--- config.mk ---
export PLATFORM = sky130hd
export DESIGN_NAME = sd_drive_seq
export DESIGN_NICKNAME = d
export VERILOG_FILES = /design/src/core/sd_pkg.sv /design/src/core/sd_drive_seq.sv /design/src/core/sd_notch_dec.sv
export SDC_FILE = /design/constraint.sdc
export NUM_CORES = 1
export LEC_CHECK = 0
export ABC_AREA = 1
export BUFFER_PORTS_ARGS = -buffer_cell sky130_fd_sc_hd__buf_2
export CAP_MARGIN = 20
export CORE_ASPECT_RATIO = 1.5
export CORE_MARGIN = 10
export CORE_UTILIZATION = 50
export CTS_BUF_LIST = sky130_fd_sc_hd__clkbuf_16
export DETAILED_ROUTE_END_ITERATION = 16
export PLACE_DENSITY_LB_ADDON = 0.3
export RECOVER_POWER = 100
export SYNTH_ARGS = -nofsm -noshare
export SYNTH_HDL_FRONTEND = slang
export SYNTH_HIERARCHICAL = 1
export SYNTH_SLANG_ARGS = --single-unit
--- constraint.sdc ---
create_clock -name clk_i -period 2.3 [get_ports clk_i]
set_input_delay 0.345 -clock clk_i [delete_from_list [all_inputs] [get_ports clk_i]]
set_output_delay 0.345 -clock clk_i [all_outputs]
set_load 0.03 [all_outputs]
--- src/core/sd_pkg.sv ---
`default_nettype none
// ==========================================================
// shared constants and types of the drive sequencer
package sd_pkg;
    // clock and times as printed
    localparam longint unsigned CLK_HZ = 50_000_000;
    localparam longint unsigned SPINUP_S = 180;
    localparam longint unsigned SEEK_MS = 200;
    localparam longint unsigned HOLD_MS = 2000;
    // counter widths
    localparam int SPIN_CW = 34;
    localparam int SEEK_CW = 24;
    localparam int HOLD_CW = 27;
    localparam int NOTCH_CW = 20;
    localparam int CYL_W = 8;
    localparam int SECT_W = 5;
    // derived cycle counts (each fits its counter width, none truncated)
    localparam logic [SPIN_CW-1:0] SPINUP_CYC_DEF = SPIN_CW'(SPINUP_S * CLK_HZ);
    localparam logic [SEEK_CW-1:0] SEEK_CYC_DEF = SEEK_CW'(SEEK_MS * CLK_HZ / 1000);
    localparam logic [HOLD_CW-1:0] HOLD_CYC_DEF = HOLD_CW'(HOLD_MS * CLK_HZ / 1000);
    // sector layout
    localparam logic [SECT_W-1:0] NSECT_LAST = 5'h17;
    // register byte offsets
    localparam logic [4:0] REG_STATUS = 5'h00;
    localparam logic [4:0] REG_SEEK = 5'h04;
    localparam logic [4:0] REG_CMD = 5'h08;
    localparam logic [4:0] REG_DRIVE = 5'h0c;
    localparam logic [4:0] REG_SECTOR = 5'h10;
    // field positions
    localparam int CMD_HOME_BIT = 0;
    localparam int DRV_W = 3;
    // reset values
    localparam logic [CYL_W-1:0] CYL_RST = 8'h00;
    localparam logic [DRV_W-1:0] DRV_RST = 3'h0;
    // actuator drive modes
    typedef enum logic [1:0] {
        ACT_OFF = 2'h0,
        ACT_REVERSE = 2'h1,
        ACT_SERVO = 2'h2
    } sd_act_t;
    // sequencer states, one-hot
    typedef enum logic [6:0] {
        ST_IDLE = 7'h01,
        ST_SPINUP = 7'h02,
        ST_DELAY = 7'h04,
        ST_LOAD = 7'h08,
        ST_READY = 7'h10,
        ST_SEEK = 7'h20,
        ST_STOP = 7'h40
    } sd_state_t;
    // drive pins that arrive from outside the clock domain
    typedef struct packed {
        logic cart_present;
        logic spin_req;
        logic power_off_req;
        logic dc_avail;
        logic power_safe;
        logic speed_ok;
        logic spin_stopped;
        logic fault;
        logic rem_notch;
        logic fix_notch;
    } sd_pins_t;
endpackage : sd_pkg
`default_nettype wire

--- src/core/sd_drive_seq.sv ---
`default_nettype none
module sd_drive_seq
    import sd_pkg::*;
#(
    parameter logic [SPIN_CW-1:0] SPINUP_CYC = SPINUP_CYC_DEF,
    parameter logic [SEEK_CW-1:0] SEEK_CYC = SEEK_CYC_DEF,
    parameter logic [HOLD_CW-1:0] HOLD_CYC = HOLD_CYC_DEF
)
(
    input wire logic clk_i,
    input wire logic rst_i,
    // wishbone classic slave
    input wire logic wb_cyc_i,
    input wire logic wb_stb_i,
    input wire logic wb_we_i,
    input wire logic [4:0] wb_adr_i,
    input wire logic [3:0] wb_sel_i,
    input wire logic [31:0] wb_dat_i,
    output logic [31:0] wb_dat_o,
    output logic wb_ack_o,
    // drive pins
    input wire sd_pins_t pins_i,
    input wire logic [CYL_W-1:0] present_cyl_i,
    // actuator and panel
    output sd_act_t act_mode_o,
    output logic [CYL_W:0] pos_err_o,
    output logic power_hold_o,
    output logic door_lock_o,
    output logic unlock_lamp_o,
    output logic ready_o,
    output logic operational_o,
    output logic not_on_track_o,
    output logic rem_index_o,
    output logic rem_sector_o,
    output logic fix_index_o,
    output logic fix_sector_o
);
    // ==========================================================
    // input synchronisers
    sd_pins_t pins_m;
    sd_pins_t pins;

    // two flops on every pin
    always_ff @(posedge clk_i)
    begin
        if (rst_i)
        begin
            pins_m <= '0;
            pins <= '0;
        end
        else
        begin
            pins_m <= pins_i;
            pins <= pins_m;
        end
    end

    // ==========================================================
    // sector decoders, one per disc
    logic [SECT_W-1:0] rem_sect;
    logic [SECT_W-1:0] fix_sect;

    sd_notch_dec u_rem
    (
        .clk_i(clk_i),
        .rst_i(rst_i),
        .notch_i(pins.rem_notch),
        .index_o(rem_index_o),
        .sector_o(rem_sector_o),
        .sector_num_o(rem_sect)
    );

    sd_notch_dec u_fix
    (
        .clk_i(clk_i),
        .rst_i(rst_i),
        .notch_i(pins.fix_notch),
        .index_o(fix_index_o),
        .sector_o(fix_sector_o),
        .sector_num_o(fix_sect)
    );

    // ==========================================================
    // register bus decode
    logic bus_req;
    logic wr_seek;
    logic wr_cmd;
    logic wr_drive;
    logic home_cmd;

    assign bus_req = wb_cyc_i & wb_stb_i & ~wb_ack_o;
    assign wr_seek = bus_req & wb_we_i & wb_sel_i[0] & (wb_adr_i == REG_SEEK);
    assign wr_cmd = bus_req & wb_we_i & wb_sel_i[0] & (wb_adr_i == REG_CMD);
    assign wr_drive = bus_req & wb_we_i & wb_sel_i[0] & (wb_adr_i == REG_DRIVE);
    assign home_cmd = wr_cmd & wb_dat_i[CMD_HOME_BIT];

    // ==========================================================
    // sequencer state
    sd_state_t state;
    sd_state_t next_state;
    logic [SPIN_CW-1:0] spin_cnt;
    logic [SEEK_CW-1:0] seek_cnt;
    logic [HOLD_CW-1:0] hold_cnt;
    logic [CYL_W-1:0] cyl;
    logic [DRV_W-1:0] drive_num;
    logic unsafe;
    logic stop_req;
    logic on_track;
    logic seek_go;
    logic seek_late;
    logic spin_done;

    assign unsafe = pins.fault | ~pins.power_safe | ~pins.speed_ok;
    assign stop_req = ~pins.spin_req | pins.power_off_req;
    assign on_track = (present_cyl_i == cyl);
    assign seek_go = (wr_seek | home_cmd) & (state == ST_READY) & ~unsafe;
    assign seek_late = (state == ST_SEEK) && (seek_cnt >= SEEK_CYC);
    assign spin_done = (spin_cnt >= SPINUP_CYC);

    // next state
    always_comb
    begin
        next_state = state;
        case (state)
            ST_IDLE:
            begin
                if (pins.spin_req && pins.cart_present && pins.dc_avail && !stop_req)
                    next_state = ST_SPINUP;
            end
            ST_SPINUP:
            begin
                if (stop_req)
                    next_state = ST_STOP;
                else if (pins.power_safe && pins.speed_ok)
                    next_state = ST_DELAY;
            end
            ST_DELAY:
            begin
                if (stop_req)
                    next_state = ST_STOP;
                else if (spin_done)
                    next_state = ST_LOAD;
            end
            ST_LOAD:
            begin
                // ready once at track 0 without fault
                if (stop_req)
                    next_state = ST_STOP;
                else if (on_track && !pins.fault)
                    next_state = ST_READY;
            end
            ST_READY:
            begin
                if (stop_req)
                    next_state = ST_STOP;
                else if (seek_go)
                    next_state = ST_SEEK;
            end
            ST_SEEK:
            begin
                if (stop_req)
                    next_state = ST_STOP;
                else if (on_track || seek_late)
                    next_state = ST_READY;
            end
            ST_STOP:
            begin
                // leave stop only once discs stopped
                if (pins.spin_stopped)
                    next_state = ST_IDLE;
            end
            default:
                next_state = ST_IDLE;
        endcase
    end

    // state register
    always_ff @(posedge clk_i)
    begin
        if (rst_i)
            state <= ST_IDLE;
        else
            state <= next_state;
    end

    // start-up delay counts from spin start
    always_ff @(posedge clk_i)
    begin
        if (rst_i)
            spin_cnt <= '0;
        else if (state == ST_SPINUP || state == ST_DELAY)
        begin
            if (!spin_done)
                spin_cnt <= spin_cnt + 1'b1;
        end
        else
            spin_cnt <= '0;
    end

    // seek timeout restarts on each seek
    always_ff @(posedge clk_i)
    begin
        if (rst_i)
            seek_cnt <= '0;
        else if (seek_go)
            seek_cnt <= '0;
        else if (state == ST_SEEK && !seek_late)
            seek_cnt <= seek_cnt + 1'b1;
    end

    always_ff @(posedge clk_i)
    begin
        if (rst_i)
            cyl <= CYL_RST;
        else if (state == ST_IDLE || state == ST_SPINUP || state == ST_DELAY)
            cyl <= CYL_RST;
        else if (seek_go && wr_seek)
            cyl <= wb_dat_i[CYL_W-1:0];
        else if (seek_go)
            cyl <= CYL_RST;
    end

    // not-on-track flag, timeout wins over a clear
    always_ff @(posedge clk_i)
    begin
        if (rst_i)
            not_on_track_o <= 1'b0;
        else if (seek_late)
            not_on_track_o <= 1'b1;
        else if (seek_go || state == ST_IDLE)
            not_on_track_o <= 1'b0;
    end

    // power hold timer while spin still requested
    always_ff @(posedge clk_i)
    begin
        if (rst_i)
        begin
            hold_cnt <= '0;
            power_hold_o <= 1'b0;
        end
        else if (pins.power_off_req && pins.spin_req)
        begin
            if (hold_cnt < HOLD_CYC)
                hold_cnt <= hold_cnt + 1'b1;
            power_hold_o <= (hold_cnt < HOLD_CYC);
        end
        else
        begin
            hold_cnt <= '0;
            power_hold_o <= 1'b0;
        end
    end

    // ==========================================================
    // actuator drive
    always_ff @(posedge clk_i)
    begin
        if (rst_i)
        begin
            act_mode_o <= ACT_OFF;
            pos_err_o <= '0;
        end
        else
        begin
            pos_err_o <= {1'b0, present_cyl_i} - {1'b0, cyl};
            case (state)
                ST_SPINUP:
                    act_mode_o <= pins.power_safe ? ACT_REVERSE : ACT_OFF;
                ST_DELAY:
                    act_mode_o <= ACT_REVERSE;
                ST_LOAD, ST_READY, ST_SEEK:
                    act_mode_o <= ACT_SERVO;
                ST_STOP:
                    act_mode_o <= ACT_REVERSE;
                default:
                    act_mode_o <= ACT_OFF;
            endcase
        end
    end

    // ==========================================================
    // door and status outputs
    always_ff @(posedge clk_i)
    begin
        if (rst_i)
        begin
            door_lock_o <= 1'b1;
            unlock_lamp_o <= 1'b0;
            ready_o <= 1'b0;
            operational_o <= 1'b0;
        end
        else
        begin
            // unlock only in idle with dc up, discs stopped and spin not requested
            door_lock_o <= !(state == ST_IDLE && pins.dc_avail && pins.spin_stopped
                             && !pins.spin_req);
            unlock_lamp_o <= state == ST_IDLE && pins.dc_avail && pins.spin_stopped
                             && !pins.spin_req;
            // ready after load, dropped when unsafe
            ready_o <= (state == ST_READY || state == ST_SEEK) && !unsafe;
            operational_o <= (state == ST_READY) && !unsafe;
        end
    end

    // drive number setting
    always_ff @(posedge clk_i)
    begin
        if (rst_i)
            drive_num <= DRV_RST;
        else if (wr_drive)
            drive_num <= wb_dat_i[DRV_W-1:0];
    end

    // ==========================================================
    // register read and acknowledge
    logic [31:0] rd_data;

    // read mux, unmapped reads zero
    always_comb
    begin
        rd_data = '0;
        case (wb_adr_i)
            REG_STATUS:
            begin
                rd_data[0] = ready_o;
                rd_data[1] = operational_o;
                rd_data[2] = not_on_track_o;
                rd_data[3] = (state == ST_SEEK);
                rd_data[4] = door_lock_o;
                rd_data[5] = pins.fault;
                rd_data[6] = power_hold_o;
                rd_data[14:8] = state;
            end
            REG_SEEK:
                rd_data[CYL_W-1:0] = cyl;
            REG_CMD:
                rd_data[CYL_W-1:0] = present_cyl_i;
            REG_DRIVE:
            begin
                rd_data[DRV_W-1:0] = drive_num;
                rd_data[11:8] = {drive_num, 1'b0};
                rd_data[19:16] = {drive_num, 1'b1};
            end
            REG_SECTOR:
            begin
                rd_data[SECT_W-1:0] = rem_sect;
                rd_data[SECT_W+7:8] = fix_sect;
            end
            default:
                rd_data = '0;
        endcase
    end

    // one wait state, ack dropped after one cycle
    always_ff @(posedge clk_i)
    begin
        if (rst_i)
        begin
            wb_ack_o <= 1'b0;
            wb_dat_o <= '0;
        end
        else
        begin
            wb_ack_o <= bus_req;
            if (bus_req && !wb_we_i)
                wb_dat_o <= rd_data;
        end
    end
endmodule : sd_drive_seq
`default_nettype wire

--- src/core/sd_notch_dec.sv ---
`default_nettype none
// ==========================================================
// notch pair decoder: sector pulses, index and sector number
module sd_notch_dec
    import sd_pkg::*;
(
    input wire logic clk_i,
    input wire logic rst_i,
    input wire logic notch_i,
    output logic index_o,
    output logic sector_o,
    output logic [SECT_W-1:0] sector_num_o
);
    logic notch_d;
    logic phase;
    logic [NOTCH_CW-1:0] gap;
    logic [NOTCH_CW-1:0] last_gap;
    logic rise;
    logic early;
    logic seen;

    // an early notch comes in under half the usual spacing
    assign rise = notch_i & ~notch_d;
    assign early = rise && (gap < {1'b0, last_gap[NOTCH_CW-1:1]});

    // notch spacing measurement, saturating
    always_ff @(posedge clk_i)
    begin
        if (rst_i)
        begin
            notch_d <= 1'b0;
            gap <= '0;
            last_gap <= '0;
            seen <= 1'b0;
        end
        else
        begin
            notch_d <= notch_i;
            if (rise)
                seen <= 1'b1;
            if (rise)
                gap <= '0;
            else if (gap != '1)
                gap <= gap + 1'b1;
            // the run-in before the first notch is no spacing, so learn from the second
            if (rise && !early)
                last_gap <= seen ? gap : '0;
        end
    end

    // every other notch is a sector
    always_ff @(posedge clk_i)
    begin
        if (rst_i)
        begin
            index_o <= 1'b0;
            sector_o <= 1'b0;
            phase <= 1'b0;
            sector_num_o <= NSECT_LAST;
        end
        else
        begin
            index_o <= early;
            sector_o <= rise && !early && !phase;
            if (early)
            begin
                phase <= 1'b0;
                sector_num_o <= NSECT_LAST;
            end
            else if (rise)
            begin
                phase <= ~phase;
                if (!phase)
                    sector_num_o <= (sector_num_o == NSECT_LAST) ? '0 : sector_num_o + 1'b1;
            end
        end
    end
endmodule : sd_notch_dec
`default_nettype wire

Word level (Yosys, flattened, before mapping)
Cells that the tools add are included.
{"block": "classes", "n_reduce_logical": 54, "mux": 31, "n_bitwise": 27, "n_addsub": 8, "eq_ne": 23, "order_cmp": 5}
{"cell": "$mux W7", "count": 12}
{"cell": "$pmux W7 S7", "count": 1}
{"cell": "$add A20 B1 Y20 const B", "count": 2}
{"cell": "$lt A20 B19 Y1", "count": 2}
{"cell": "$mux W20", "count": 2}
{"cell": "$ne A20 B20 Y1 const B", "count": 2}
{"cell": "$add A34 B1 Y34 const B", "count": 1}
{"cell": "$ge A34 B34 Y1 const B", "count": 1}
{"cell": "$add A27 B1 Y27 const B", "count": 1}
{"cell": "$lt A27 B27 Y1 const B", "count": 1}
{"cell": "$add A24 B1 Y24 const B", "count": 1}
{"cell": "$ge A24 B24 Y1 const B", "count": 1}
{"cell": "$logic_and A1 B1 Y1", "count": 21}
{"cell": "$reduce_or A2 Y1", "count": 9}
{"cell": "$mux W8", "count": 2}
{"cell": "$eq A5 B5 Y1 const B", "count": 3}
{"cell": "$ne A3 B3 Y1 const B", "count": 5}
{"cell": "$pmux W3 S5", "count": 1}
{"cell": "$and A1 B1 Y1", "count": 12}
{"cell": "$pmux W2 S3", "count": 2}
{"cell": "$pmux W4 S3", "count": 1}
{"cell": "$logic_not A1 Y1", "count": 11}
{"cell": "$not A1 Y1", "count": 11}
{"cell": "$add A5 B1 Y5 const B", "count": 2}
{"cell": "25 further kinds", "count": 41}
{"block": "word_totals", "output_inout_bits": 54, "elab_cells": 200, "reg_bits": 260, "in_bits": 64}

Longest topological paths before layout
Gate-level depths: netlist of run 1.
{"block": "depth", "depth_word": 12, "depth_mapped": 15, "depth_no_buf": 14}

Modules after synthesis
Netlist of run 1, hierarchy kept.
{"module": "sd_drive_seq", "n_inst": 1, "cells_each": 1282, "area_per_inst_um2": 8569.5}
{"module": "sd_notch_dec (u_rem)", "n_inst": 1, "cells_each": 425, "area_per_inst_um2": 2912.8}
{"module": "sd_notch_dec (u_fix)", "n_inst": 1, "cells_each": 432, "area_per_inst_um2": 2846.5}

Worst setup path after synthesis of run 1
No wires, ideal clock.
{"block": "synth_timing", "kind": "input-to-reg", "from": "input present_cyl_i[0]", "to": "register pos_err_o[6]", "path_stages": 10, "setup_ns": 0.070, "required_ns": 2.230, "arrival_ns": 1.678, "slack_ns": 0.552, "cell_sequence": "inv_1 ha_1 fa_1 nor2_1 nor2_1 nor2_1 nor2_1 o21bai_1 o21ai_0 a21oi_1"}
{"block": "synth_between", "elab_chain_cells": 1}
{"element": "start: declaration", "line": "sd_drive_seq.sv:23", "rtl": "input wire logic [CYL_W-1:0] present_cyl_i,"}
{"element": "$sub A8 B8 Y9", "line": "sd_drive_seq.sv:266", "rtl": "pos_err_o <= {1'b0, present_cyl_i} - {1'b0, cyl};"}
{"element": "end signal: assignment", "line": "sd_drive_seq.sv:266"}
{"element": "end: declaration", "line": "sd_drive_seq.sv:26", "rtl": "output logic [CYL_W:0] pos_err_o,"}
Every way passes these cells.
A chain may end at the register's enable or synchronous reset.

Worst setup path in the final report of run 1
{"block": "layout_timing", "from": "register u_rem.gap[1]", "to": "register u_rem.gap[17]"}
{"block": "layout_between", "elab_chain_cells": 1}
{"element": "start: declaration", "line": "sd_notch_dec.sv:16", "rtl": "logic [NOTCH_CW-1:0] gap;"}
{"element": "start signal: assignment", "line": "sd_notch_dec.sv:44", "rtl": "gap <= gap + 1'b1;"}
{"element": "$add A20 B1 Y20 / $ne A20 B20 Y1 (equally long branches)", "line": "sd_notch_dec.sv:44, sd_notch_dec.sv:43"}
Several ways; a longest one is shown, not always the timed one.

==> summary.md, run 1 <==
| Metric | Value |
|---|---|
| Outcome | complete, no violations |
| Nets | 2363 |
| CTS tree | done |
| Area Overhead vs Synth | 11.8% |
| Crit path cell chain | ha_1 -> nand2_1 -> nor2_4 -> nand2_1 -> nor2_4 -> nand2_1 -> clkinv_2 -> o21ai_0 -> inv_1 |
| Leak | roughly 6.7 nW |
| Unrepaired setup endpoints after global routing | false |
| Synth Register Bits | 258 |
| Setup Buffers After CTS | 0 |
| Max IR drop VDD | 0.640 mV |
| Crit path arrival time | roughly 2600 ps |
| Register-to-Register Path Depth | 9 |
| Final instance area | roughly 16000 um2 |
| Htree depth | 1 |
| # IOs | between 100 and 150 |
| CP Launch Type | register |
| Synth cell types | 58 |
| Worst Tran Pin Value | 1130 ps |
| Most used routing layer | met2 |
| Hold_buf cts | 7 |
| Post-DR vias/cell | around 5.2 |
| DP HPWL | between 20 and 30 mm |
| CP most frequent cell | nand2_1 |
| Worst Path Max Fanout | 13 |
| Setup crit start | u_rem/gap[1]$_SDFFE_PP0P_ |
| TritonCTS buffer count | 27 |
| GRT Total Usage | 0.200 |
| FP Rows | between 70 and 80 |
| Slowest-stage cell, CP | dfxtp_1 |
| Detailed Routing Iterations Pass 1 | 5 |
| Layout cell share with drive strength beyond 1 | 0.0923 |
| Kind of critical path | reg -> reg |
| Cells after Synth | between 2000 and 2500 |
| Fin. max-slew vios | 0 |
| Vias post-DR | about 13000 |
| Worst reg2reg setup slack | 200 ps |
| Vias in the first global route | between 10000 and 15000 |
| Antenna violations before repair | 0 |
| Sum Neg Setup Slack | 0 ps |
| Tcrit/Tclk final | 0.913 |
| Min Tclk post-route | ~2100 ps |
| Placed cell areas | 15100 um2 |
| Post-CTS Resized | 0 |
| Start of the worst register-to-register path | u_rem/gap[1]$_SDFFE_PP0P_ |
| Port Buffers | between 70 and 80 |
| Worst EP required | 2780 ps |
| Largest net degree at the start of global routing | 28 |
| Max Clk Rate | ~480 MHz |
| Finished Layout Cells | 2610 |
| Max Cap Violations | 0 |
| TritonCTS Sinks | 258 |
| Worst-path clk slew | 60 ps |
| Synth Cell Area | 14300 um2 |
| Die Span Y | 227 um |
| Final-report setup violation count | 0 |
| Main flop type after synthesis | dfxtp_1 |
| Crit. End Element | register |
| Post-synth EDFFs | 0 |
| Wire per inst | between 10 and 15 um |
| End point of the critical path | u_rem/gap[17]$_SDFFE_PP0P_ |
| Post-synthesis sequential area ratio | 0.360 |
| Antenna cell count | 0 |
| Met3 usage | 0.0293 |
| Slew headroom | 0.250 |
| Grt met1 use | 0.214 |
| Syn_area_per_cell | roughly 6.7 um2 |
| R2r endpoint | u_rem/gap[17]$_SDFFE_PP0P_ |
| CORE AREA | between 20000 and 30000 um2 |
| Initial Util | 0.509 |
| Global-route wire length before repair | about 60 mm |
| Delay of the slowest critical-path stage | around 440 ps |
| Fin Clk Skew | roughly 13 ps |
| Global route total overflow | 0 |
| Cells after DPL | approximately 2600 |
| Root Buffer Master | clkbuf_16 |
| Die extent in x | 158 um |
| GR met2 Demand/Resource | 0.385 |
| Power Dens Cells | 736 nW/um2 |
| Latest clock arrival within the worst-skew pair | around 540 ps |
| Gp weighted congestion | about 0.97 |
| Hold Fails Final Rpt | 0 |
| Worst Hold Depth | 3 |
| Final core occ | 0.569 |
| Total Routed Length | 36.7 mm |
| Clock tree buffer depth | 3 |
| Hold WC Path Type | in -> reg |
| Antenna Nets Post-Route | 0 |
| DIE AREA | 36000 um2 |
| Initial drt markers | about 630 |
| Async SR Flop Fraction | 0 |
| DRC violations left | 0 |
| Ys Warns | 6 |
-- registers in the layout, summed over array words and instances, names as in the netlist, 2 cells and up --
signal              flops
u_rem/sector_num_o      5
u_rem/gap              20
pos_err_o               9
state                   7
u_fix/sector_num_o      5
u_fix/last_gap         19
pins                   10
pins_m                 10
cyl                     8
wb_dat_o               19
u_rem/last_gap         19
u_fix/gap              20
spin_cnt               34
drive_num               3
seek_cnt               24
hold_cnt               27
act_mode_o              2
-- through the flow --
step                hold WS [ps]  power (mW)  setup slack (ps)
floorplan                    388        6.49               552
global placement             392        6.98               288
detailed placement           393        7.02               253
CTS                        0.103        11.9               253
global route                20.8        12.3              48.3
finish                      13.9        11.8               199
-- worst max-delay path: cells and delay by family, from the launching register on --
| family | cells | cell delay (ps) |
|---|---|---|
| adders and majority gates | 1 | 270 |
| buffers and inverters | 2 | 330 |
| DFF | 1 | 440 |
| AOI/OAI and AO/OA | 1 | 130 |
| and+or+nand+nor | 5 | 870 |
-- metal layers --
layer	vias to the layer above	part of all wire	wire [um]
met5	-	0	0
met2	296	0.53	19600
met3	63	0.043	1570
met4	0	0.025	924
met1	6200	0.40	14700
li1	6925	-	-
-- layout by cell type, fill, tap and decap left out, types with 18 or more instances in the layout --
| master | count |
|---|---|
| nor2_2 | 30 |
| o21ai_0 | 59 |
| buf_4 | 33 |
| ha_1 | 53 |
| nor2_1 | 275 |
| nand2_1 | 560 |
| a21oi_1 | 125 |
| clkbuf_1 | 50 |
| nand3_1 | 115 |
| xnor2_1 | 18 |
| inv_1 | 312 |
| nand4_1 | 36 |
| dfxtp_1 | 258 |
| nor3_1 | 56 |
| xor2_1 | 29 |
| clkbuf_16 | 27 |
| o21ai_1 | 19 |
| buf_2 | 35 |
-- cell families (layout without fill, tap and decap cells) --
group	count (synthesis)	after routing	share of synthesized area
AOI/OAI and AO/OA	242	242	0.0914
buffers and inverters	390	503	0.114
adders and majority gates	54	54	0.0477
muxes	1	1	0.000786
other	1	13	0.000262
DFF	258	258	0.360
xor gates and xnor gates	47	47	0.0287
and+or+nand+nor	1146	1146	0.357
-- report_power, final --
group / internal (mW) / total, mW / switching [mW]
sequential: 4.68 / 4.82 / 0.137
clock: 3.04 / 4.89 / 1.85
combinational: 0.659 / 2.08 / 1.42
-- worst min-delay path by stage --
| stage | start | to |
|---|---|---|
| finish | pins_i[1] | pins_m[1]$_SDFF_PP0_ |
| global route | pins_i[1] | pins_m[1]$_SDFF_PP0_ |
| CTS | pins_i[8] | pins_m[8]$_SDFF_PP0_ |
| detailed placement | pins_m[2]$_SDFF_PP0_ | pins[2]$_SDFF_PP0_ |
| global placement | pins_m[8]$_SDFF_PP0_ | pins[8]$_SDFF_PP0_ |
| floorplan | pins_m[0]$_SDFF_PP0_ | pins[0]$_SDFF_PP0_ |
-- final cells by class --
class	count	area (um2)
multi-input cells	1503	7500
clock buffers	27	676
inverters	327	1230
fillers	2743	12100
repair buffers	128	696
clock inverters	21	317
flip-flops and latches	258	5160
well taps	346	433
-- synthesized netlist by cell type, types with 16 or more instances --
| master | n | area (um2) |
|---|---|---|
| o21ai_0 | 57 | 285 |
| buf_2 | 17 | 85.1 |
| inv_1 | 309 | 1160 |
| ha_1 | 53 | 663 |
| o21ai_1 | 21 | 105 |
| nand2_2 | 19 | 119 |
| a21oi_1 | 124 | 621 |
| nor2_2 | 32 | 200 |
| xor2_1 | 29 | 254 |
| nand4_1 | 36 | 225 |
| nand3_1 | 112 | 561 |
| nor2_1 | 271 | 1020 |
| dfxtp_1 | 258 | 5160 |
| nand2_1 | 552 | 2070 |
| clkbuf_1 | 16 | 60.1 |
| buf_4 | 16 | 120 |
| xnor2_1 | 18 | 158 |
| nor3_1 | 55 | 275 |
Note: power is estimated with default switching activity, not from simulation.
==> run 2: changes to the inputs <==
--- a/config.mk
+++ b/config.mk
@@ -5,13 +5,12 @@
 export SDC_FILE = /design/constraint.sdc
 export NUM_CORES = 1
 export LEC_CHECK = 0
-export ABC_AREA = 1
 export BUFFER_PORTS_ARGS = -buffer_cell sky130_fd_sc_hd__buf_2
 export CAP_MARGIN = 20
 export CORE_ASPECT_RATIO = 1.5
 export CORE_MARGIN = 10
 export CORE_UTILIZATION = 50
-export CTS_BUF_LIST = sky130_fd_sc_hd__clkbuf_16
+export CTS_BUF_LIST = sky130_fd_sc_hd__clkbuf_4 sky130_fd_sc_hd__clkbuf_8 sky130_fd_sc_hd__clkbuf_16
 export DETAILED_ROUTE_END_ITERATION = 16
 export PLACE_DENSITY_LB_ADDON = 0.3
 export RECOVER_POWER = 100
==> summary.md, run 2 <==
| Metric | Value |
|---|---|
| Worst Hold Depth | 2 (was 3) |
| Hold Fails Final Rpt | 0 (unchanged) |
| Outcome | complete, no violations (unchanged) |
| Largest register FFs | 34 (unchanged) |
| WP buf/inv | 0 (was 2) |
| Synth Register Bits | 258 (unchanged) |
| Detailed Routing Iterations Pass 1 | 7 (was 5) |
| Vias in the first global route | 10100 (was 12800) |
| Tcrit/Tclk final | 0.971 (was 0.913) |
| Fin Hold WS | 10.8 ps (was 13.9 ps) |
| Biggest register | spin_cnt (unchanged) |
| DP HPWL | 21.4 mm (was 27.7 mm) |
| Global-route wire length before repair | 49.1 mm (was 59.8 mm) |
| Final core occ | 0.594 (was 0.569) |
| Total Routed Length | 29.8 mm (was 36.7 mm) |
| Sum Neg Setup Slack | 0 ps (unchanged) |
| Latest clock arrival within the worst-skew pair | 550 ps (was 540 ps) |
| Leak | 5.35 nW (was 6.68 nW) |
| Cells after DPL | 1808 (was 2555) |
| Unrepaired setup endpoints after global routing | true (was false) |
| Fin. max-slew vios | 0 (unchanged) |
| Gp weighted congestion | 0.854 (was 0.972) |
| Die Span Y | 212 um (was 227 um) |
| WHS Endpoint | pins_m[5]$_SDFF_PP0_ (was pins_m[1]$_SDFF_PP0_) |
| Delay of the slowest critical-path stage | 530 ps (was 440 ps) |
| Worst Tran Pin Value | 1310 ps (was 1130 ps) |
| Post-place setup slack | -440 ps (was 253 ps) |
| Count leader, synth | dfxtp_1 (was nand2_1) |
| Antenna violations before repair | 0 (unchanged) |
| Post-synthesis sequential area ratio | 0.421 (was 0.360) |
| Post-synth EDFFs | 0 (unchanged) |
| Pwr Total | 9.58 mW (was 11.8 mW) |
| Placed cell areas | 13500 um2 (was 15100 um2) |
| Synth top area share | 0.421 (was 0.360) |
| Synth cell types | 92 (was 58) |
| Start of the worst register-to-register path | hold_cnt[9]$_SDFFE_PP0P_ (was u_rem/gap[1]$_SDFFE_PP0P_) |
| Antenna Nets Post-Route | 0 (unchanged) |
| Crit. End Element | register (unchanged) |
| Most frequent cells in the layout | 257 x dfxtp_1, 194 x nor2_1, 87 x nand2_1 (was 560 x nand2_1, 312 x inv_1, 275 x nor2_1) |
| Async SR Flop Fraction | 0 (unchanged) |
| CTS tree | done (unchanged) |
| CP Launch Type | register (unchanged) |
| Final-report setup violation count | 0 (unchanged) |
| Vias post-DR | 10300 (was 13500) |
| Htree depth | 1 (unchanged) |
| Slowest-stage cell, CP | or4_1 (was dfxtp_1) |
| Port Buffers | 77 (unchanged) |
| Clock tree buffer depth | 3 (unchanged) |
| Max Clk Rate | 448 MHz (was 476 MHz) |
| Synth Cell Area | 12300 um2 (was 14300 um2) |
| Antenna cell count | 0 (unchanged) |
| Most common cell after layout, fill and taps aside | dfxtp_1 (was nand2_1) |
| Initial drt markers | 463 (was 631) |
| Global route total overflow | 0 (unchanged) |
| Main flop type after synthesis | dfxtp_1 (unchanged) |
| Register-to-Register Path Depth | 7 (was 9) |
| Post-synth top cells | 258 x dfxtp_1, 195 x nor2_1, 87 x nand2_1, 69 x nand3_1, 69 x xor2_1 (was 552 x nand2_1, 309 x inv_1, 271 x nor2_1, 258 x dfxtp_1, 124 x a21oi_1) |
| Worst-path clk slew | 60 ps (about the same) |
| DRC violations left | 0 (unchanged) |
| Wire per inst | 16.0 um (was 14.1 um) |
| Min Tclk post-route | 2230 ps (was 2100 ps) |
| TritonCTS buffer count | 26 (was 27) |
| Max Cap Violations | 0 (unchanged) |
| Max IR drop VDD | 0.577 mV (was 0.640 mV) |
| Kind of critical path | reg -> reg (unchanged) |
| Worst reg2reg setup slack | 70 ps (was 200 ps) |
| Finished Layout Cells | 1860 (was 2610) |
| Root Buffer Master | clkbuf_16 (unchanged) |
| Ys Warns | 6 (unchanged) |
| Worst path top cell family by delay | compound AO/OA/AOI/OAI gates (was simple AND/OR/NAND/NOR gates) |
| Yosys top cell by area | dfxtp_1 (unchanged) |
| TritonCTS Sinks | 258 (unchanged) |
| R2r endpoint | hold_cnt[2]$_SDFFE_PP0P_ (was u_rem/gap[17]$_SDFFE_PP0P_) |
| Largest net degree at the start of global routing | 66 (was 28) |
| DIE AREA | 31300 um2 (was 36000 um2) |
| Layout cell share with drive strength beyond 1 | 0.154 (was 0.0923) |
| Final instance area | 14400 um2 (was 16000 um2) |
| Area contributors post-synth | dfxtp_1 42%, nor2_1 6.0%, ha_1 5.4% (was dfxtp_1 36%, nand2_1 14%, inv_1 8.1%) |
| Nets | 1635 (was 2363) |
| Hold WC Path Type | in -> reg (unchanged) |
| Worst Path Max Fanout | 4 (was 13) |
| Worst EP required | 2730 ps (was 2780 ps) |
| Syn_area_per_cell | 8.95 um2 (was 6.70 um2) |
| CORE AREA | 24300 um2 (was 28200 um2) |
| Slew headroom | 0.127 (was 0.250) |
| Die extent in x | 148 um (was 158 um) |
| # IOs | 118 (unchanged) |
| Final setup margin | 66.3 ps (was 199 ps) |
| Post-DR vias/cell | 5.54 (was 5.17) |
| Area Overhead vs Synth | 17.4% (was 11.8%) |
| GRT Total Usage | 0.184 (was 0.200) |
| Fin Clk Skew | 28.8 ps (was 12.9 ps) |
| Initial Util | 0.505 (was 0.509) |
| Cells after Synth | 1370 (was 2139) |
| Crit path arrival time | 2660 ps (was 2580 ps) |
| Power Dens Cells | 665 nW/um2 (was 736 nW/um2) |
| Largest registers | spin_cnt (34), hold_cnt (27), seek_cnt (24) (unchanged) |
| Crit path cell chain | or4_1 -> o2111ai_1 -> a21boi_0 -> o21ai_0 -> nand2_1 -> xor2_1 -> nor2_1 (was ha_1 -> nand2_1 -> nor2_4 -> nand2_1 -> nor2_4 -> nand2_1 -> clkinv_2 -> o21ai_0 -> inv_1) |
| FP Rows | 70 (was 75) |
| Worst Hold Launch | pins_i[5] (was pins_i[1]) |
[run 2: cell types whose count changed in the layout (fill, tap and decap cells not counted), sizes merged, moves of 40 or more]
cell	change
a21oi	-77
inv	-262
nand2	-484
nand3	-57
nor2	-115
o21ai	-50
xor2	+40
[run 2: report_power, final]
part           leakage [nW]  switching [mW]  internal [mW]
combinational          2.80           0.388          0.226
sequential             2.09          0.0455           4.53
clock                 0.454            1.77           2.62
total                  5.35            2.20           7.38
[run 2: worst reg2reg max path: stages (launching register included)]
cell and delay [ps]:
dfxtp_1 340, or4_1 530, o2111ai_1 260, a21boi_0 160, o21ai_0 490, nand2_1 130
xor2_1 160, nor2_1 50
[run 2: how the worst max path moves through the flow]
stage,start,end,depth (start not counted)
floorplan,u_rem/gap[9]$_SDFFE_PP0P_,u_rem/last_gap[10]$_SDFFE_PP0P_,9
global placement,u_fix/last_gap[2]$_SDFFE_PP0P_,u_fix/last_gap[2]$_SDFFE_PP0P_,6
detailed placement,u_fix/last_gap[2]$_SDFFE_PP0P_,u_fix/last_gap[10]$_SDFFE_PP0P_,6
CTS,u_fix/last_gap[18]$_SDFFE_PP0P_,u_fix/last_gap[10]$_SDFFE_PP0P_,9
global route,state[1]$_SDFFE_PP0P_,state[0]$_SDFFE_PP1P_,5
finish,hold_cnt[9]$_SDFFE_PP0P_,hold_cnt[2]$_SDFFE_PP0P_,7
[run 2: cell families after synthesis]
logic type,Yosys count,share of synthesized area
AOI/OAI and AO/OA,207,0.126
xor gates and xnor gates,111,0.0793
adders and majority gates,54,0.0557
buffers and inverters,125,0.0484
DFF,258,0.421
muxes,19,0.0165
other,1,0.000306
and+or+nand+nor,595,0.253
[run 2: what timing repair did]
action	in CTS	in global routing
setup buffers	1	2
setup endpoints to repair	27	65
endpoints found under the hold margin	2	0
pin swaps	1	6
hold buffers	2	0
gates cloned	0	1
resized for setup	1	18
[run 2: cell type report]
class,instances,area [um2]
Clock buffer,40,800
Clock inverter,7,100
Fill cell,2207,9860
Inverter,65,244
Multi-Input combinational cell,1000,6660
Sequential cell,258,5170
Tap cell,324,405
Timing Repair Buffer,166,1030
[run 2: per-layer routing]
metal  GRT usage  wire, um  vias up
met1       0.214     12500     4938
met4      0.0624       730        0
met3      0.0261      1170       54
met2       0.335     15400      202
li1            -         -     5113
met5           0         0        -
==> run 3: changes to the inputs <==
--- a/config.mk
+++ b/config.mk
@@ -9,7 +9,7 @@
 export CAP_MARGIN = 20
 export CORE_ASPECT_RATIO = 1.5
 export CORE_MARGIN = 10
-export CORE_UTILIZATION = 50
+export CORE_UTILIZATION = 49
 export CTS_BUF_LIST = sky130_fd_sc_hd__clkbuf_4 sky130_fd_sc_hd__clkbuf_8 sky130_fd_sc_hd__clkbuf_16
 export DETAILED_ROUTE_END_ITERATION = 16
 export PLACE_DENSITY_LB_ADDON = 0.3
==> summary.md, run 3 (synthesis gave the netlist of run 2 again) <==
| Metric | Value |
|---|---|
| TritonCTS buffer count | 26 (unchanged) |
| Final core occ | 0.580 (was 0.594) |
| Placed cell areas | 13400 um2 (was 13500 um2) |
| Sequential Area | 5170 um2 (unchanged) |
| Latest clock arrival within the worst-skew pair | 540 ps (was 550 ps) |
| Slew headroom | 0.407 (was 0.127) |
| Port Buffers | 77 (unchanged) |
| Total Routed Length | 29.1 mm (was 29.8 mm) |
| TritonCTS Sinks | 258 (unchanged) |
| Global route total overflow | 0 (unchanged) |
| Fin. max-slew vios | 0 (unchanged) |
| Antenna violations before repair | 0 (unchanged) |
| Final instance area | 14200 um2 (was 14400 um2) |
| Power Dens Cells | 664 nW/um2 (was 665 nW/um2) |
| Tcrit/Tclk final | 0.992 (was 0.971) |
| Hold Fails Final Rpt | 0 (unchanged) |
| Max Cap Violations | 0 (unchanged) |
| Largest registers | spin_cnt (34), hold_cnt (27), seek_cnt (24) (unchanged) |
| Unrepaired setup endpoints after global routing | true (unchanged) |
| Outcome | complete, no violations (unchanged) |
| Leak | 5.24 nW (was 5.35 nW) |
| Vias in the first global route | 10000 (was 10100) |
| Worst Tran Pin Value | 889 ps (was 1310 ps) |
| Fin Clk Skew | 16.1 ps (was 28.8 ps) |
| Die extent in x | 149 um (was 148 um) |
| Nets | 1633 (was 1635) |
| Final-report setup violation count | 0 (unchanged) |
| Largest net degree at the start of global routing | 56 (was 66) |
| GRT Total Usage | 0.179 (was 0.184) |
| Max Clk Rate | 438 MHz (was 448 MHz) |
| Initial drt markers | 668 (was 463) |
| DRC violations left | 0 (unchanged) |
| Area Overhead vs Synth | 16.0% (was 17.4%) |
| Crit. End Element | register (unchanged) |
| Pwr Total | 9.45 mW (was 9.58 mW) |
| # IOs | 118 (unchanged) |
| Global-route wire length before repair | 48.4 mm (was 49.1 mm) |
| Fin Hold WS | 25.4 ps (was 10.8 ps) |
| Crit path arrival time | 2700 ps (was 2660 ps) |
| DP HPWL | 21.4 mm (about the same) |
| Clock tree buffer depth | 3 (unchanged) |
| Worst Path Max Fanout | 7 (was 4) |
| Max IR drop VDD | 0.553 mV (was 0.577 mV) |
| Number of fill cells | 2253 (was 2207) |
| Vias post-DR | 10200 (was 10300) |
| Initial Util | 0.500 (was 0.505) |
| Layout cell share with drive strength beyond 1 | 0.143 (was 0.154) |
| Die Span Y | 214 um (was 212 um) |
| Root Buffer Master | clkbuf_16 (unchanged) |
| Post-place setup slack | -372 ps (was -440 ps) |
| Final setup margin | 19.0 ps (was 66.3 ps) |
| Biggest register | spin_cnt (unchanged) |
| Hold WC Path Type | in -> reg (unchanged) |
| Most frequent cells in the layout | 257 x dfxtp_1, 197 x nor2_1, 87 x nand2_1 (was 257 x dfxtp_1, 194 x nor2_1, 87 x nand2_1) |
| CP Launch Type | register (unchanged) |
| Antenna cell count | 0 (unchanged) |
| Detailed Routing Iterations Pass 1 | 5 (was 7) |
| Gp weighted congestion | 0.890 (was 0.854) |
| Wire per inst | 15.7 um (was 16.0 um) |
| DIE AREA | 31900 um2 (was 31300 um2) |
| Htree depth | 1 (unchanged) |
| Kind of critical path | reg -> reg (unchanged) |
| CTS tree | done (unchanged) |
| Post-DR vias/cell | 5.48 (was 5.54) |
| Worst-path clk slew | 60 ps (about the same) |
| Most common cell after layout, fill and taps aside | dfxtp_1 (unchanged) |
| Worst EP required | 2720 ps (was 2730 ps) |
| Min Tclk post-route | 2280 ps (was 2230 ps) |
| CORE AREA | 24500 um2 (was 24300 um2) |
| Largest register FFs | 34 (unchanged) |
| FP Rows | 70 (unchanged) |
| Antenna Nets Post-Route | 0 (unchanged) |
| Area occupied by multi-input gates | 6570 um2 (was 6660 um2) |
-- run 3: cell count changes in the layout (fill, tap and decap cells not counted), moves of 3 or more --
| cell | before | now |
|---|---|---|
| clkinvlp_4 | 0 | 5 |
| buf_12 | 5 | 2 |
| nor2_2 | 5 | 1 |
| nor2_1 | 194 | 197 |
| clkbuf_4 | 10 | 3 |
| clkbuf_1 | 52 | 55 |
-- run 3: critical path: stages (launching register included) --
cell	delay (ps)
dfxtp_1	390
nor2_1	170
or4b_1	530
nor4_2	470
nor4_4	120
buf_4	160
a311o_1	330
-- run 3: final timing paths --
check | startpoint | to | slack, ps | cells past startpoint
hold / removal | pins_i[3] | pins_m[3]$_SDFF_PP0_ | 30 | 2
hold reg to reg | pins_m[2]$_SDFF_PP0_ | pins[2]$_SDFF_PP0_ | 450 | 1
setup / recovery | state[1]$_SDFFE_PP0P_ | state[0]$_SDFFE_PP1P_ | 20 | 6
setup reg to reg | state[1]$_SDFFE_PP0P_ | state[0]$_SDFFE_PP1P_ | 20 | 6
-- run 3: where the power goes --
part,internal (mW),switching [mW]
registers,4.53,0.0454
clock network,2.47,1.79
logic,0.228,0.381
total,7.23,2.22
-- run 3: routing by layer --
metal	GRT usage	wire (um)	vias to the layer above	part of all wire
li1	-	-	5084	-
met5	0	0	-	0
met3	0.0279	1160	46	0.040
met2	0.332	15300	181	0.53
met4	0.0570	647	0	0.022
met1	0.205	12000	4866	0.41
-- run 3: metrics by stage --
stage | TNS (ps) | cells
after floorplan | 0 | 1382
after global placement | -6950 | 1807
after detailed placement | -8070 | 1807
after CTS | -3.87 | 1855
after global routing | -1450 | 1856
final | 0 | 1856
-- run 3: repair_timing --
| item | CTS | global route |
|---|---|---|
| endpoints found under the hold margin | 2 | 0 |
| gates resized for setup | 3 | 14 |
| buffers inserted | 1 | 2 |
| setup endpoints to repair | 27 | 45 |
| pin swaps | 1 | 5 |
| hold buffers | 2 | 0 |
-- run 3: area by class of cell --
cell class | instances | area share
multi-input cells | 999 | 0.461
flip-flops and latches | 258 | 0.363
repair buffers | 165 | 0.0682
clock buffers | 34 | 0.0538
well taps | 324 | 0.0285
inverters | 65 | 0.0171
clock inverters | 11 | 0.00783
